==> src/hdl/mmx_cfg.svh <==
`ifndef MMX_CFG_SVH
`define MMX_CFG_SVH

// Save-area offsets of the state words written on entry
`define MMX_OFS_REVISION      16'h7EFC
`define MMX_OFS_RESTART       16'h7F00
`define MMX_OFS_IO_MEM_ADDR   16'h7FA0
`define MMX_OFS_IO_STATE      16'h7FA4

// Avalon-MM register byte addresses
`define MMX_ADR_REVISION      16'h7EFC
`define MMX_ADR_RESTART       16'h7F00
`define MMX_ADR_IO_MEM_ADDR   16'h7FA0
`define MMX_ADR_IO_STATE      16'h7FA4
`define MMX_ADR_CONTROL       16'h0000
`define MMX_ADR_STATUS        16'h0004

// I/O state word field positions
`define MMX_IOS_PORT_HI       31
`define MMX_IOS_PORT_LO       16
`define MMX_IOS_TYPE_HI       7
`define MMX_IOS_TYPE_LO       4
`define MMX_IOS_LEN_HI        3
`define MMX_IOS_LEN_LO        1
`define MMX_IOS_VALID         0

// Revision word fields
`define MMX_REV_BASE_VERSION  16'h0001
`define MMX_REV_IO_RESTART    16
`define MMX_REV_BASE_RELOC    17

// Restart field values
`define MMX_RESTART_NONE      8'h00
`define MMX_RESTART_REEXEC    8'hFF

// Unmapped read answer
`define MMX_UNMAPPED_DATA     32'h0000_0000

`endif

==> src/hdl/mmx_pkg.sv <==
package mmx_pkg;

	// I/O length, one-hot
	typedef enum logic [2:0] {
		MMX_LEN_BYTE  = 3'h1,
		MMX_LEN_WORD  = 3'h2,
		MMX_LEN_DWORD = 3'h4
	} mmx_len_t;

	// I/O instruction type
	typedef enum logic [3:0] {
		MMX_TYP_OUT_PORTREG = 4'h0,
		MMX_TYP_IN_PORTREG  = 4'h1,
		MMX_TYP_STR_OUT     = 4'h2,
		MMX_TYP_STR_IN      = 4'h3,
		MMX_TYP_REP_STR_OUT = 4'h6,
		MMX_TYP_REP_STR_IN  = 4'h7,
		MMX_TYP_OUT_IMM     = 4'h8,
		MMX_TYP_IN_IMM      = 4'h9
	} mmx_type_t;

	typedef enum logic [0:0] {
		MMX_ST_NORMAL = 1'b0,
		MMX_ST_MGMT   = 1'b1
	} mmx_mode_t;

	// Retired instruction report from the core
	typedef struct packed {
		logic        retire;
		logic        io_done;
		logic [15:0] port;
		logic [3:0]  io_type;
		logic [2:0]  io_len;
		logic [31:0] mem_addr;
	} mmx_retire_t;

	// Avalon-MM request
	typedef struct packed {
		logic [15:0] address;
		logic        read;
		logic        write;
		logic [31:0] writedata;
		logic [3:0]  byteenable;
	} mmx_av_req_t;

	typedef struct packed {
		logic [31:0] readdata;
		logic        waitrequest;
	} mmx_av_rsp_t;

	// All block state
	typedef struct packed {
		mmx_mode_t   mode;
		logic [31:0] io_state;
		logic [31:0] io_mem_addr;
		logic [31:0] revision;
		logic [7:0]  restart;
		logic        io_seen;
		logic [15:0] last_port;
		logic [3:0]  last_type;
		logic [2:0]  last_len;
		logic [31:0] last_addr;
		logic        nmi_blocked;
		logic        nmi_blocked_pre;
		logic        nmi_pending;
		logic        nmi_take;
		logic        reexec;
		logic        fpu_real16;
		logic [1:0]  caps;
		logic        ack;
		logic [31:0] rdata;
	} mmx_state_t;

endpackage

==> src/hdl/mmx_mgmt.sv <==
// The implementer's own choice: the Avalon-MM slave port.
`timescale 1ns/1ps
`include "mmx_cfg.svh"
module mmx_mgmt
	import mmx_pkg::*;
(
	// Clock and reset
	input  wire logic         clock_i,
	input  wire logic         rst_n_i,
	// Core events
	input  wire mmx_retire_t  retire_i,
	input  wire logic         management_interrupt_i,
	input  wire logic         resume_from_management_i,
	input  wire logic         interrupt_return_i,
	input  wire logic         nmi_i,
	input  wire logic         nmi_blocked_i,
	input  wire logic         address_line_mask_request_i,
	input  wire logic         nmi_serviced_i,
	// Core controls
	output logic              management_mode_o,
	output logic              nmi_take_o,
	output logic              nmi_pending_o,
	output logic              nmi_blocked_o,
	output logic              mgmt_irq_blocked_o,
	output logic              address_line_mask_blocked_o,
	output logic              reexec_io_o,
	output logic              fpu_real16_o,
	// Avalon-MM slave
	input  wire mmx_av_req_t  av_req_i,
	output mmx_av_rsp_t       av_rsp_o
);

	mmx_state_t s_r;
	mmx_state_t s_nxt;

	logic        entry;
	logic        in_mgmt;
	logic        io_cond;
	logic        is_string;
	logic [31:0] rd_mux;
	logic        access;

	// ****************************************
	// Next-state logic
	// ****************************************
	always_comb begin
		s_nxt     = s_r;
		in_mgmt   = (s_r.mode == MMX_ST_MGMT);
		entry     = management_interrupt_i && !in_mgmt;
		s_nxt.ack = 1'b0;
		// Track whether the latest retired instruction was a finished I/O
		if (retire_i.retire && !in_mgmt) begin
			s_nxt.io_seen   = retire_i.io_done;
			s_nxt.last_port = retire_i.port;
			s_nxt.last_type = retire_i.io_type;
			s_nxt.last_len  = retire_i.io_len;
			s_nxt.last_addr = retire_i.mem_addr;
		end
		io_cond   = s_r.io_seen;
		is_string = s_r.last_type[1];
		s_nxt.nmi_take = 1'b0;

		if (entry) begin
			s_nxt.mode     = MMX_ST_MGMT;
			s_nxt.revision = {14'h0000, s_r.caps, `MMX_REV_BASE_VERSION};
			s_nxt.restart  = `MMX_RESTART_NONE;
			if (io_cond) begin
				s_nxt.io_state = 32'h0000_0000;
				s_nxt.io_state[`MMX_IOS_PORT_HI:`MMX_IOS_PORT_LO] = s_r.last_port;
				s_nxt.io_state[`MMX_IOS_TYPE_HI:`MMX_IOS_TYPE_LO] = s_r.last_type;
				s_nxt.io_state[`MMX_IOS_LEN_HI:`MMX_IOS_LEN_LO]   = s_r.last_len;
				s_nxt.io_state[`MMX_IOS_VALID]                    = 1'b1;
				s_nxt.io_mem_addr = is_string ? s_r.last_addr : 32'h0000_0000;
			end else begin
				s_nxt.io_state    = 32'h0000_0000;
				s_nxt.io_mem_addr = 32'h0000_0000;
			end
			// Only the pre-entry external block is kept, not an in-handler NMI mask
			s_nxt.nmi_blocked_pre = nmi_blocked_i;
			s_nxt.nmi_blocked     = 1'b1;
			s_nxt.fpu_real16      = 1'b1;
			s_nxt.io_seen         = 1'b0;
		end else if (in_mgmt) begin
			if (interrupt_return_i) begin
				s_nxt.nmi_blocked = 1'b0;
			end
			if (resume_from_management_i) begin
				s_nxt.mode        = MMX_ST_NORMAL;
				s_nxt.fpu_real16  = 1'b0;
				s_nxt.reexec      = (s_r.restart == `MMX_RESTART_REEXEC);
				s_nxt.nmi_blocked = s_r.nmi_blocked_pre;
				s_nxt.nmi_take    = s_r.nmi_pending && !s_r.nmi_blocked_pre;
				if (s_nxt.nmi_take) begin
					s_nxt.nmi_pending = 1'b0;
				end
			end
		end else begin
			s_nxt.reexec = 1'b0;
			s_nxt.nmi_blocked = nmi_blocked_i;
		end

		// Latch one NMI while blocked or in management mode; a second is merged into the first
		if (nmi_i && (s_nxt.nmi_blocked || in_mgmt) && !nmi_serviced_i) begin
			s_nxt.nmi_pending = 1'b1;
		end
		if (in_mgmt && !s_r.nmi_blocked && s_r.nmi_pending && !resume_from_management_i) begin
			s_nxt.nmi_take    = 1'b1;
			s_nxt.nmi_pending = 1'b0;
		end
		if (!in_mgmt && !entry && !s_r.nmi_blocked && s_r.nmi_pending) begin
			s_nxt.nmi_take    = 1'b1;
			s_nxt.nmi_pending = 1'b0;
		end

		// Bus: one-cycle wait then answer
		access = av_req_i.read || av_req_i.write;
		case (av_req_i.address)
			`MMX_ADR_REVISION:    rd_mux = s_r.revision;
			`MMX_ADR_RESTART:     rd_mux = {24'h00_0000, s_r.restart};
			`MMX_ADR_IO_MEM_ADDR: rd_mux = s_r.io_mem_addr;
			`MMX_ADR_IO_STATE:    rd_mux = s_r.io_state;
			`MMX_ADR_CONTROL:     rd_mux = {30'h0000_0000, s_r.caps};
			`MMX_ADR_STATUS:      rd_mux = {26'h000_0000, s_r.reexec, s_r.fpu_real16, s_r.nmi_take,
			                                s_r.nmi_pending, s_r.nmi_blocked, in_mgmt};
			default:              rd_mux = `MMX_UNMAPPED_DATA;
		endcase
		if (access && !s_r.ack) begin
			s_nxt.ack   = 1'b1;
			s_nxt.rdata = rd_mux;
		end
		// Writes land only at the edge where waitrequest is seen low
		if (access && s_r.ack && av_req_i.write && av_req_i.byteenable[0]) begin
			if (av_req_i.address == `MMX_ADR_RESTART && in_mgmt) begin
				s_nxt.restart = av_req_i.writedata[7:0];
			end
			if (av_req_i.address == `MMX_ADR_CONTROL) begin
				s_nxt.caps = av_req_i.writedata[1:0];
			end
		end
	end

	// ****************************************
	// State register
	// ****************************************
	always_ff @(posedge clock_i or negedge rst_n_i) begin
		if (!rst_n_i) begin
			s_r <= '{mode: MMX_ST_NORMAL, caps: 2'h3, default: '0};
		end else begin
			s_r <= s_nxt;
		end
	end

	// ****************************************
	// Outputs
	// ****************************************
	assign management_mode_o           = (s_r.mode == MMX_ST_MGMT);
	assign mgmt_irq_blocked_o          = (s_r.mode == MMX_ST_MGMT);
	assign address_line_mask_blocked_o = (s_r.mode == MMX_ST_MGMT) && address_line_mask_request_i;
	assign nmi_take_o                  = s_r.nmi_take;
	assign nmi_pending_o               = s_r.nmi_pending;
	assign nmi_blocked_o               = s_r.nmi_blocked;
	assign reexec_io_o                 = s_r.reexec;
	assign fpu_real16_o                = s_r.fpu_real16;
	assign av_rsp_o.readdata           = s_r.rdata;
	assign av_rsp_o.waitrequest        = (av_req_i.read || av_req_i.write) && !s_r.ack;

endmodule // mmx_mgmt

==> config.mk <==
export PLATFORM = sky130hd
export DESIGN_NAME = mmx_mgmt
export DESIGN_NICKNAME = d
export VERILOG_FILES = /design/src/hdl/mmx_pkg.sv /design/src/hdl/mmx_mgmt.sv
export VERILOG_INCLUDE_DIRS = /design/src /design/src/hdl
export SDC_FILE = /design/constraint.sdc
export NUM_CORES = 1
export LEC_CHECK = 0
export ABC_AREA = 1
export BUFFER_PORTS_ARGS = -buffer_cell sky130_fd_sc_hd__buf_2
export CORE_ASPECT_RATIO = 1.4
export CORE_MARGIN = 2
export CORE_UTILIZATION = 45
export DETAILED_ROUTE_END_ITERATION = 8
export GPL_ROUTABILITY_DRIVEN = 0
export PLACE_DENSITY_LB_ADDON = 0.08
export SETUP_SLACK_MARGIN = 0.4
export SYNTH_ARGS = -nofsm -noshare
export SYNTH_HDL_FRONTEND = slang
export SYNTH_SLANG_ARGS = --single-unit
==> constraint.sdc <==
create_clock -name clock_i -period 1.41 [get_ports clock_i]
set_input_delay 0.282 -clock clock_i [delete_from_list [all_inputs] [get_ports clock_i]]
set_output_delay 0.282 -clock clock_i [all_outputs]
set_load 0.01 [all_outputs]
==> results of run 1 <==
==> cells by family (layout without fill, tap and decap cells) <==
kind of cell | Yosys count | after routing | share of synthesized area
AND/OR/NAND/NOR | 363 | 364 | 0.219
buffers and inverters | 171 | 409 | 0.110
flip-flops | 165 | 165 | 0.571
AO/OA/AOI/OAI | 123 | 123 | 0.0995
==> registers in the layout, summed over array words and instances (netlist names) <==
| signal | flops |
|---|---|
| nmi_pending_o | 1 |
| av_rsp_o | 32 |
| reexec_io_o | 1 |
| fpu_real16_o | 1 |
| nmi_blocked_o | 1 |
| s_r | 125 |
| io_cond | 1 |
| is_string | 1 |
| nmi_take_o | 1 |
| management_mode_o | 1 |
==> how the worst max path moves through the flow <==
stage                                           start                   end  slack, ns  cells after the start
after CTS                           s_r[32]$_DFF_PN0_           av_rsp_o[0]      -0.08                      3
after detailed placement                 av_req_i[53]    s_r[101]$_DFF_PN0_      -0.12                      8
after global placement                   av_req_i[53]     s_r[99]$_DFF_PN0_      -0.08                      8
after global routing      management_mode_o$_DFF_PN0_  s_r[143]$_DFFE_PN0P_      -0.15                      7
final                     management_mode_o$_DFF_PN0_  s_r[187]$_DFFE_PN0P_      -0.12                      8
after floorplan                          av_req_i[44]    s_r[102]$_DFF_PN0_       0.10                      8
==> through the flow <==
| stage | utilization | TNS [ns] | worst slack (ns) | cell area [um^2] | cells |
|---|---|---|---|---|---|
| detailed placement | 0.530 | -1.11 | -0.124 | 8300 | 1119 |
| finish | 0.761 | -3.95 | -0.123 | 11900 | 1257 |
| CTS | 0.680 | -1.76 | -0.0752 | 10700 | 1227 |
| floorplan | - | 0 | 0.103 | 7570 | 822 |
| global placement | 0.530 | -0.741 | -0.0756 | 8300 | 1119 |
| global route | 0.761 | -5.77 | -0.147 | 11900 | 1257 |
==> power groups by stage <==
stage	logic (uW)	clock network (uW)	registers (uW)
after global placement	1650	0	5730
after detailed placement	1690	0	5750
after floorplan	1130	0	5650
after global routing	3930	4820	5810
final	3710	4580	5780
after CTS	2810	4570	5670
==> routing by layer <==
metal	GRT usage	part of all wire
met5	0	0
met4	0.133	0.057
met3	0.0457	0.040
met2	0.504	0.55
met1	0.293	0.35
==> worst reg2reg max path, stage by stage, from the launching register on <==
cell	delay (ns)
dfrtp_2	0.43
buf_6	0.13
nor2_4	0.12
buf_12	0.14
buf_16	0.17
buf_12	0.12
buf_16	0.13
nand3_2	0.07
o21ai_1	0.12
==> area by class of cell <==
class,instances,area (um^2)
well taps,196,245
multi-input cells,487,3590
fillers,963,3740
flip-flops and latches,165,4130
clock inverters,14,139
repair buffers,278,2970
clock buffers,18,429
inverters,98,405
repair inverters,1,16.3
==> placed cells by master, fill, tap and decap left out, types with 8 or more instances in the layout <==
master     synthesis  routed
buf_16             0      26
nor2_1            24      17
o21ai_2            8      49
dfrtp_1          163     161
buf_6              1      27
buf_12             0      26
nand3_2            2      22
buf_8              0       8
nand4_1           10      10
buf_2             14     123
buf_4             35      56
o21ai_1            0      16
nand3_1           60      29
nand3_4            0      11
nand2_2            6      66
nand2_4            0      48
inv_1             96      91
nand2_1          247     138
o22ai_1           37      14
clkbuf_16          0      27
o22ai_4            0       8
o22ai_2            0      15
==> what timing repair did <==
item / CTS / global route
resized for setup: 149 / 221
buffers inserted: 51 / 19
hold buffers: 1 / 0
setup endpoints to repair: 201 / 213
pin swaps: 14 / 42
endpoints found under the hold margin: 30 / 0
gates cloned: 24 / 11
==> results.toml, run 1 <==
[status]
run_status = "finished with violations"
violations = "setup timing"

[clock_network]
cts_buffer_depth = 2
htreeDepth = 4
root_buffer = "clkbuf_16"
clkTransAtPathRegs_ns = 0.07
tritoncts = "done"
cts_buffers = 17
worstSkewPairLatency_ns = 0.43
cts.sinks = 165

[drt]
wl_per_cell_um = 20.8
vias = 6853
routed_wl_mm = 26.1
drtIter0Drc = 525
dr.pass1.iters = 5
postRouteAntennaNets = 0
drcViolationCount = 0
viasPerCell = 5.45

[worst_setup_path]
critPathKind = "reg -> reg"
crit_chain = "buf_6 > nor2_4 > buf_12 > buf_16 > buf_12 > buf_16 > nand3_2 > o21ai_1"
r2r_end = "s_r[187]$_DFFE_PN0P_"
r2r-start = "management_mode_o$_DFF_PN0_"
r2r_cells = 8
cp_top_family = "buffers and inverters"
cpMaxStageDelayCell = "dfrtp_2"
crit_arrival_ns = 1.87
end_kind = "flip-flop"
critPathLaunchType = "flip-flop"
cp_max_fo = 8
crit_required_ns = 1.75
critPathMaxStageDelay_ns = 0.43
cp_num_buf_inv = 5
regToRegSetupSlack_ns = -0.12

[sta]
fin_ws_ns = -0.123
skew_ns = 0.0157
fmax_mhz = 652
rsz0062_at_grt = "yes"
drv_slew = 0
hold_viol = 0
fin_crit_ns = 1.53
post-route-period-util = 1.09
relSlewSlack = 0.731
tightest_slew_ns = 0.404
timing.hold.ws_ns = 0.0503
setup_viol = 75

[layout]
area_growth_pct = 65.0
drive_gt1_frac = 0.538
final_net_count = 1168
diodes = 0

[global_route]
grt-ovfl-total = 0
antenna_found_initial = 0
grt_max_degree = 40
grt_pass1_vias = 6824
grt_use_total = 0.269
grt_first_pass_wirelength_mm = 35.6

[logic_synthesis]
synth_edf_count = 0
synth_seq_cells = 165
yosys-top-cells-area = "dfrtp_1 56%, nand2_1 13%, inv_1 5.0%"
synth_area_per_cell_um2 = 8.80
synth_nets = 942
synth_flop_cell = "dfrtp_1"
syn_inst = 822
synth_most_common_cell = "nand2_1"
yosysWarningCount = 0
seq_area_frac_synth = 0.571
netlist.area_leader.share = 0.564
synthArstFlopShare = 1.00
synth_top_area_cell = "dfrtp_1"
synth_area_um2 = 7230
synth_common_cells = "247 x nand2_1, 163 x dfrtp_1, 96 x inv_1"
synth_cell_types = 31

[floorplan]
fp.dieW_um = 111
io_pins = 161
dieArea_um2 = 17100
placementRows = 54
fp.dieH_um = 154
start_util = 0.461
coreArea_um2 = 15700

[power]
power.density_nw_per_um2 = 1180
switching_share = 0.317
power_leakage_uw = 0.00597
ir_worst_vdd_v = 0.000767
power.total_uw = 14100
p_comb_frac = 0.264
power_frac_clock = 0.326
switching_power_uw = 4460
pwr-share-seq = 0.411
p_int_uw = 9620

[hold_path]
hp-start = "retire_i[48]"
hold_class = "in -> reg"
whs_path_depth = 3
min_to = "s_r[89]$_DFFE_PN0P_"

[job]
drv_cap = 0

[placement]
portBuffers = 133
dp_hpwl_mm = 13.2
Power figures use the tool's default switching activity.
==> run 2, diff against run 1 <==
--- a/config.mk
+++ b/config.mk
@@ -8,9 +8,11 @@
 export LEC_CHECK = 0
 export ABC_AREA = 1
 export BUFFER_PORTS_ARGS = -buffer_cell sky130_fd_sc_hd__buf_2
+export CELL_PAD_IN_SITES_DETAIL_PLACEMENT = 0
+export CELL_PAD_IN_SITES_GLOBAL_PLACEMENT = 1
 export CORE_ASPECT_RATIO = 1.4
 export CORE_MARGIN = 2
-export CORE_UTILIZATION = 45
+export CORE_UTILIZATION = 36
 export DETAILED_ROUTE_END_ITERATION = 8
 export GPL_ROUTABILITY_DRIVEN = 0
 export PLACE_DENSITY_LB_ADDON = 0.08
==> results.toml, run 2 (same netlist as run 1, synthesis figures left out) <==
[sta]
setup_tns_ns = -0.0487
relSlewSlack = 0.706
fin_crit_ns = 1.43
fin_ws_ns = -0.0154
drv_slew = 0
setup_viol = 5
fmax_mhz = 702
post-route-period-util = 1.01
hold_viol = 0
rsz0062_at_grt = "yes"
skew_ns = 0.0128
tightest_slew_ns = 0.441

[placement]
portBuffers = 133
dp_cells = 1180
dp_hpwl_mm = 14.1

[floorplan]
fp.dieH_um = 172
coreArea_um2 = 19800
placementRows = 61
io_pins = 161
dieArea_um2 = 21300
fp.dieW_um = 124
start_util = 0.366

[global_route]
antenna_found_initial = 0
grt-ovfl-total = 0
grt_max_degree = 38
grt_use_total = 0.228
grt_pass1_vias = 6828
grt_first_pass_wirelength_mm = 35.9

[drt]
wl_per_cell_um = 18.6
dr_wl_met3_um = 729
drtIter0Drc = 247
wl_met1_mm = 9.37
dr.pass1.iters = 6
viasPerCell = 4.89
postRouteAntennaNets = 0
met2_length_mm = 13.8
routed_wl_mm = 24.5
highest_layer = "met4"
vias = 6445
drcViolationCount = 0

[layout]
seqCellArea_um2 = 4130
diodes = 0
post-route-util = 0.605
drive_gt1_frac = 0.538
largest_reg_flops = 125
final_net_count = 1173
mostFrequentLayoutCells = "162 x dfrtp_1, 125 x nand2_1, 124 x buf_2"
final_cells = 1318
area_growth_pct = 65.4
multi_input_area_um2 = 3540
top_register = "s_r"
fillCellCount = 1707
final_common_cell = "dfrtp_1"

[power]
power.total_uw = 13900
ir_worst_vdd_v = 0.000878
power.density_nw_per_um2 = 1160
power_leakage_uw = 0.00606

[clock_network]
tritoncts = "done"
cts_buffer_depth = 2
cts_buffers = 17
htreeDepth = 4
clkTransAtPathRegs_ns = 0.07
root_buffer = "clkbuf_16"
worstSkewPairLatency_ns = 0.43
cts.sinks = 165

[worst_setup_path]
critPathKind = "reg -> out"
crit_required_ns = 1.13
r2r_cells = 10
crit_arrival_ns = 1.14
cp_max_fo = 4
regToRegSetupSlack_ns = -0.01
critPathLaunchType = "flip-flop"
end_kind = "output port"

[status]
run_status = "finished with violations"
violations = "setup timing"

[job]
drv_cap = 0

[hold_path]
whs_path_depth = 3
hold_class = "in -> reg"
run 2: final timing paths:
path                                              from                           to
max                        management_mode_o$_DFF_PN0_  address_line_mask_blocked_o
min                                       retire_i[51]          s_r[92]$_DFFE_PN0P_
max reg2reg                management_mode_o$_DFF_PN0_          s_r[59]$_DFFE_PN0P_
min reg2reg                   av_rsp_o[25]$_DFFE_PN0P_     av_rsp_o[25]$_DFFE_PN0P_
max in group asynchronous                      rst_n_i         s_r[154]$_DFFE_PN0P_
min in group asynchronous                      rst_n_i    nmi_pending_o$_DFFE_PN0P_
run 2: final cells by class:
| type | count | area share |
|---|---|---|
| Clock buffer | 21 | 0.0377 |
| Clock inverter | 11 | 0.0126 |
| Inverter | 98 | 0.0341 |
| Multi-Input combinational cell | 487 | 0.296 |
| Sequential cell | 165 | 0.346 |
| Tap cell | 252 | 0.0264 |
| Timing Repair Buffer | 284 | 0.248 |
run 2: power by group:
part	total [uW]	switching [uW]	internal [uW]
registers	5670	332	5340
logic	3440	1750	1690
clock network	4760	1920	2840
total	13900	4000	9880
run 2: critical path, cell delays in order (launching register included):
cell and delay (ns):
dfrtp_1 0.39, buf_6 0.14, nand2_2 0.04, inv_1 0.03
buf_2 0.12
run 2: stage by stage:
step	worst slack (ns)	instance area, um^2	hold slack [ns]
floorplan	0.103	7570	-0.0136
global placement	-0.190	8420	0.231
detailed placement	-0.219	8420	0.232
CTS	-0.0257	10600	0.0350
global route	-0.0672	12000	0.0416
finish	-0.0154	12000	0.0537
run 2: layer usage:
layer,global-route usage,up-vias
li1,-,3076
met1,0.262,3212
met2,0.430,133
met3,0.0332,24
met4,0.0682,0
met5,0,-
run 2: what timing repair did:
action                     in CTS  in global routing
gates cloned                   22                 12
hold buffers                    1                  0
gates resized for setup       149                229
setup buffers                  46                 25
pin swaps                      34                 48
hold endpoints to repair       27                  0
setup endpoints to repair     205                213
==> run 3, diff against run 2 <==
--- a/config.mk
+++ b/config.mk
@@ -12,7 +12,8 @@
 export CELL_PAD_IN_SITES_GLOBAL_PLACEMENT = 1
 export CORE_ASPECT_RATIO = 1.4
 export CORE_MARGIN = 2
-export CORE_UTILIZATION = 36
+export CORE_UTILIZATION = 38
+export CTS_BUF_LIST = sky130_fd_sc_hd__clkbuf_4 sky130_fd_sc_hd__clkbuf_8
 export DETAILED_ROUTE_END_ITERATION = 8
 export GPL_ROUTABILITY_DRIVEN = 0
 export PLACE_DENSITY_LB_ADDON = 0.08
@@ -20,3 +21,4 @@
 export SYNTH_ARGS = -nofsm -noshare
 export SYNTH_HDL_FRONTEND = slang
 export SYNTH_SLANG_ARGS = --single-unit
+export TNS_END_PERCENT = 50
==> results.toml, run 3 (same netlist as run 1, synthesis figures left out) <==
[clock_network]
cts_buffer_depth = 2
tritoncts = "done"
cts.sinks = 165
htreeDepth = 4
clkTransAtPathRegs_ns = 0.09
root_buffer = "clkbuf_8"
cts_buffers = 17
worstSkewPairLatency_ns = 0.47

[global_route]
grt_pass1_vias = 6707
met1_usage = 0.245
gr-usage-met2 = 0.420
grt_first_pass_wirelength_mm = 34.7
grt_max_degree = 35
antenna_found_initial = 0
top_usage_layer = "met2"
grt_use_total = 0.225
grt.met3_usage = 0.0436
grt-ovfl-total = 0

[hold_path]
hold_class = "in -> reg"

[power]
ir_worst_vdd_v = 0.000521
power.density_nw_per_um2 = 1120
power.total_uw = 12700
power_leakage_uw = 0.00565

[sta]
setup_viol = 79
tightest_slew_ns = 0.392
timing.hold.ws_ns = 0.0140
hold_viol = 0
post-route-period-util = 1.10
relSlewSlack = 0.738
fin_crit_ns = 1.55
fmax_mhz = 647
skew_ns = 0.0142
fin_ws_ns = -0.136
rsz0062_at_grt = "yes"
drv_slew = 0

[layout]
top_register = "s_r"
final_cells = 1295
area_growth_pct = 57.0
drive_gt1_frac = 0.494
largest_reg_flops = 125
final_net_count = 1158
final_common_cell = "nand2_1"
mostFrequentLayoutCells = "165 x nand2_1, 161 x dfrtp_1, 123 x buf_2"
diodes = 0
post-route-util = 0.610

[placement]
dp_hpwl_mm = 13.7
dp_cells = 1170
dp_slack_ns = -0.105
portBuffers = 133

[floorplan]
coreArea_um2 = 18600
placementRows = 59
io_pins = 161
dieArea_um2 = 20200
fp.dieH_um = 167
fp.dieW_um = 121
start_util = 0.389

[status]
run_status = "finished with violations"
violations = "setup timing"

[worst_setup_path]
cp_max_fo = 5
crit_required_ns = 1.79
crit_arrival_ns = 1.92
end_kind = "flip-flop"
critPathLaunchType = "flip-flop"
critPathKind = "reg -> reg"

[drt]
routed_wl_mm = 22.9
postRouteAntennaNets = 0
wl_per_cell_um = 17.7
viasPerCell = 4.89
vias = 6330
drcViolationCount = 0
dr.pass1.iters = 4
drtIter0Drc = 292

[job]
drv_cap = 0
==> run 3: through the flow <==
stage / setup TNS, ns / area (um^2)
floorplan: 0 / 7490
global placement: -1.13 / 8340
detailed placement: -1.55 / 8340
CTS: -4.78 / 10600
global route: -8.77 / 11400
finish: -4.22 / 11400
==> run 3: area by class of cell <==
class                   instances  area, um^2
multi-input cells             486        3330
flip-flops and latches        165        4130
repair buffers                268        2710
inverters                      98         422
repair inverters                2        27.5
fillers                      1650        7250
clock buffers                  17         234
clock inverters                15         184
well taps                     244         305
==> run 3: final timing paths <==
path	from	to	slack, ns	depth (start not counted)
setup reg to reg	s_r[32]$_DFF_PN0_	av_rsp_o[9]$_DFFE_PN0P_	-0.14	7
setup / recovery	s_r[32]$_DFF_PN0_	av_rsp_o[9]$_DFFE_PN0P_	-0.14	7
hold / removal	retire_i[46]	s_r[87]$_DFFE_PN0P_	0.01	3
max in group asynchronous	rst_n_i	av_rsp_o[24]$_DFFE_PN0P_	0.60	3
hold reg to reg	av_rsp_o[22]$_DFFE_PN0P_	av_rsp_o[22]$_DFFE_PN0P_	0.49	2
min in group asynchronous	rst_n_i	nmi_blocked_o$_DFF_PN0_	0.27	2
==> run 3: critical path, cell delays in order, from the launching register on <==
cell,delay (ns)
dfrtp_1,0.42
nor2_4,0.13
buf_4,0.13
buf_6,0.10
clkinvlp_4,0.14
buf_4,0.18
buf_12,0.14
o31ai_2,0.22
==> run 3: routing by layer <==
layer | vias up | wire (um)
li1 | 3033 | -
met1 | 3115 | 8520
met2 | 136 | 12900
met3 | 46 | 760
met4 | 0 | 699
met5 | - | 0
==> run 3: timing repair <==
| item | 4_1_cts | 5_1_grt |
|---|---|---|
| pin swaps | 77 | 69 |
| endpoints found under the setup margin | 203 | 206 |
| setup buffers | 42 | 10 |
| resized for setup | 232 | 122 |
| endpoints found under the hold margin | 39 | 0 |
| hold buffers | 14 | 0 |
| cloned | 23 | 4 |
==> run 3: power breakdown <==
| group | switching [uW] | internal [uW] | total (uW) | leakage, uW |
|---|---|---|---|---|
| combinational | 1700 | 1610 | 3310 | 0.00327 |
| sequential | 374 | 5330 | 5710 | 0.00217 |
| clock | 2000 | 1660 | 3660 | 0.000211 |
| total | 4080 | 8600 | 12700 | 0.00565 |
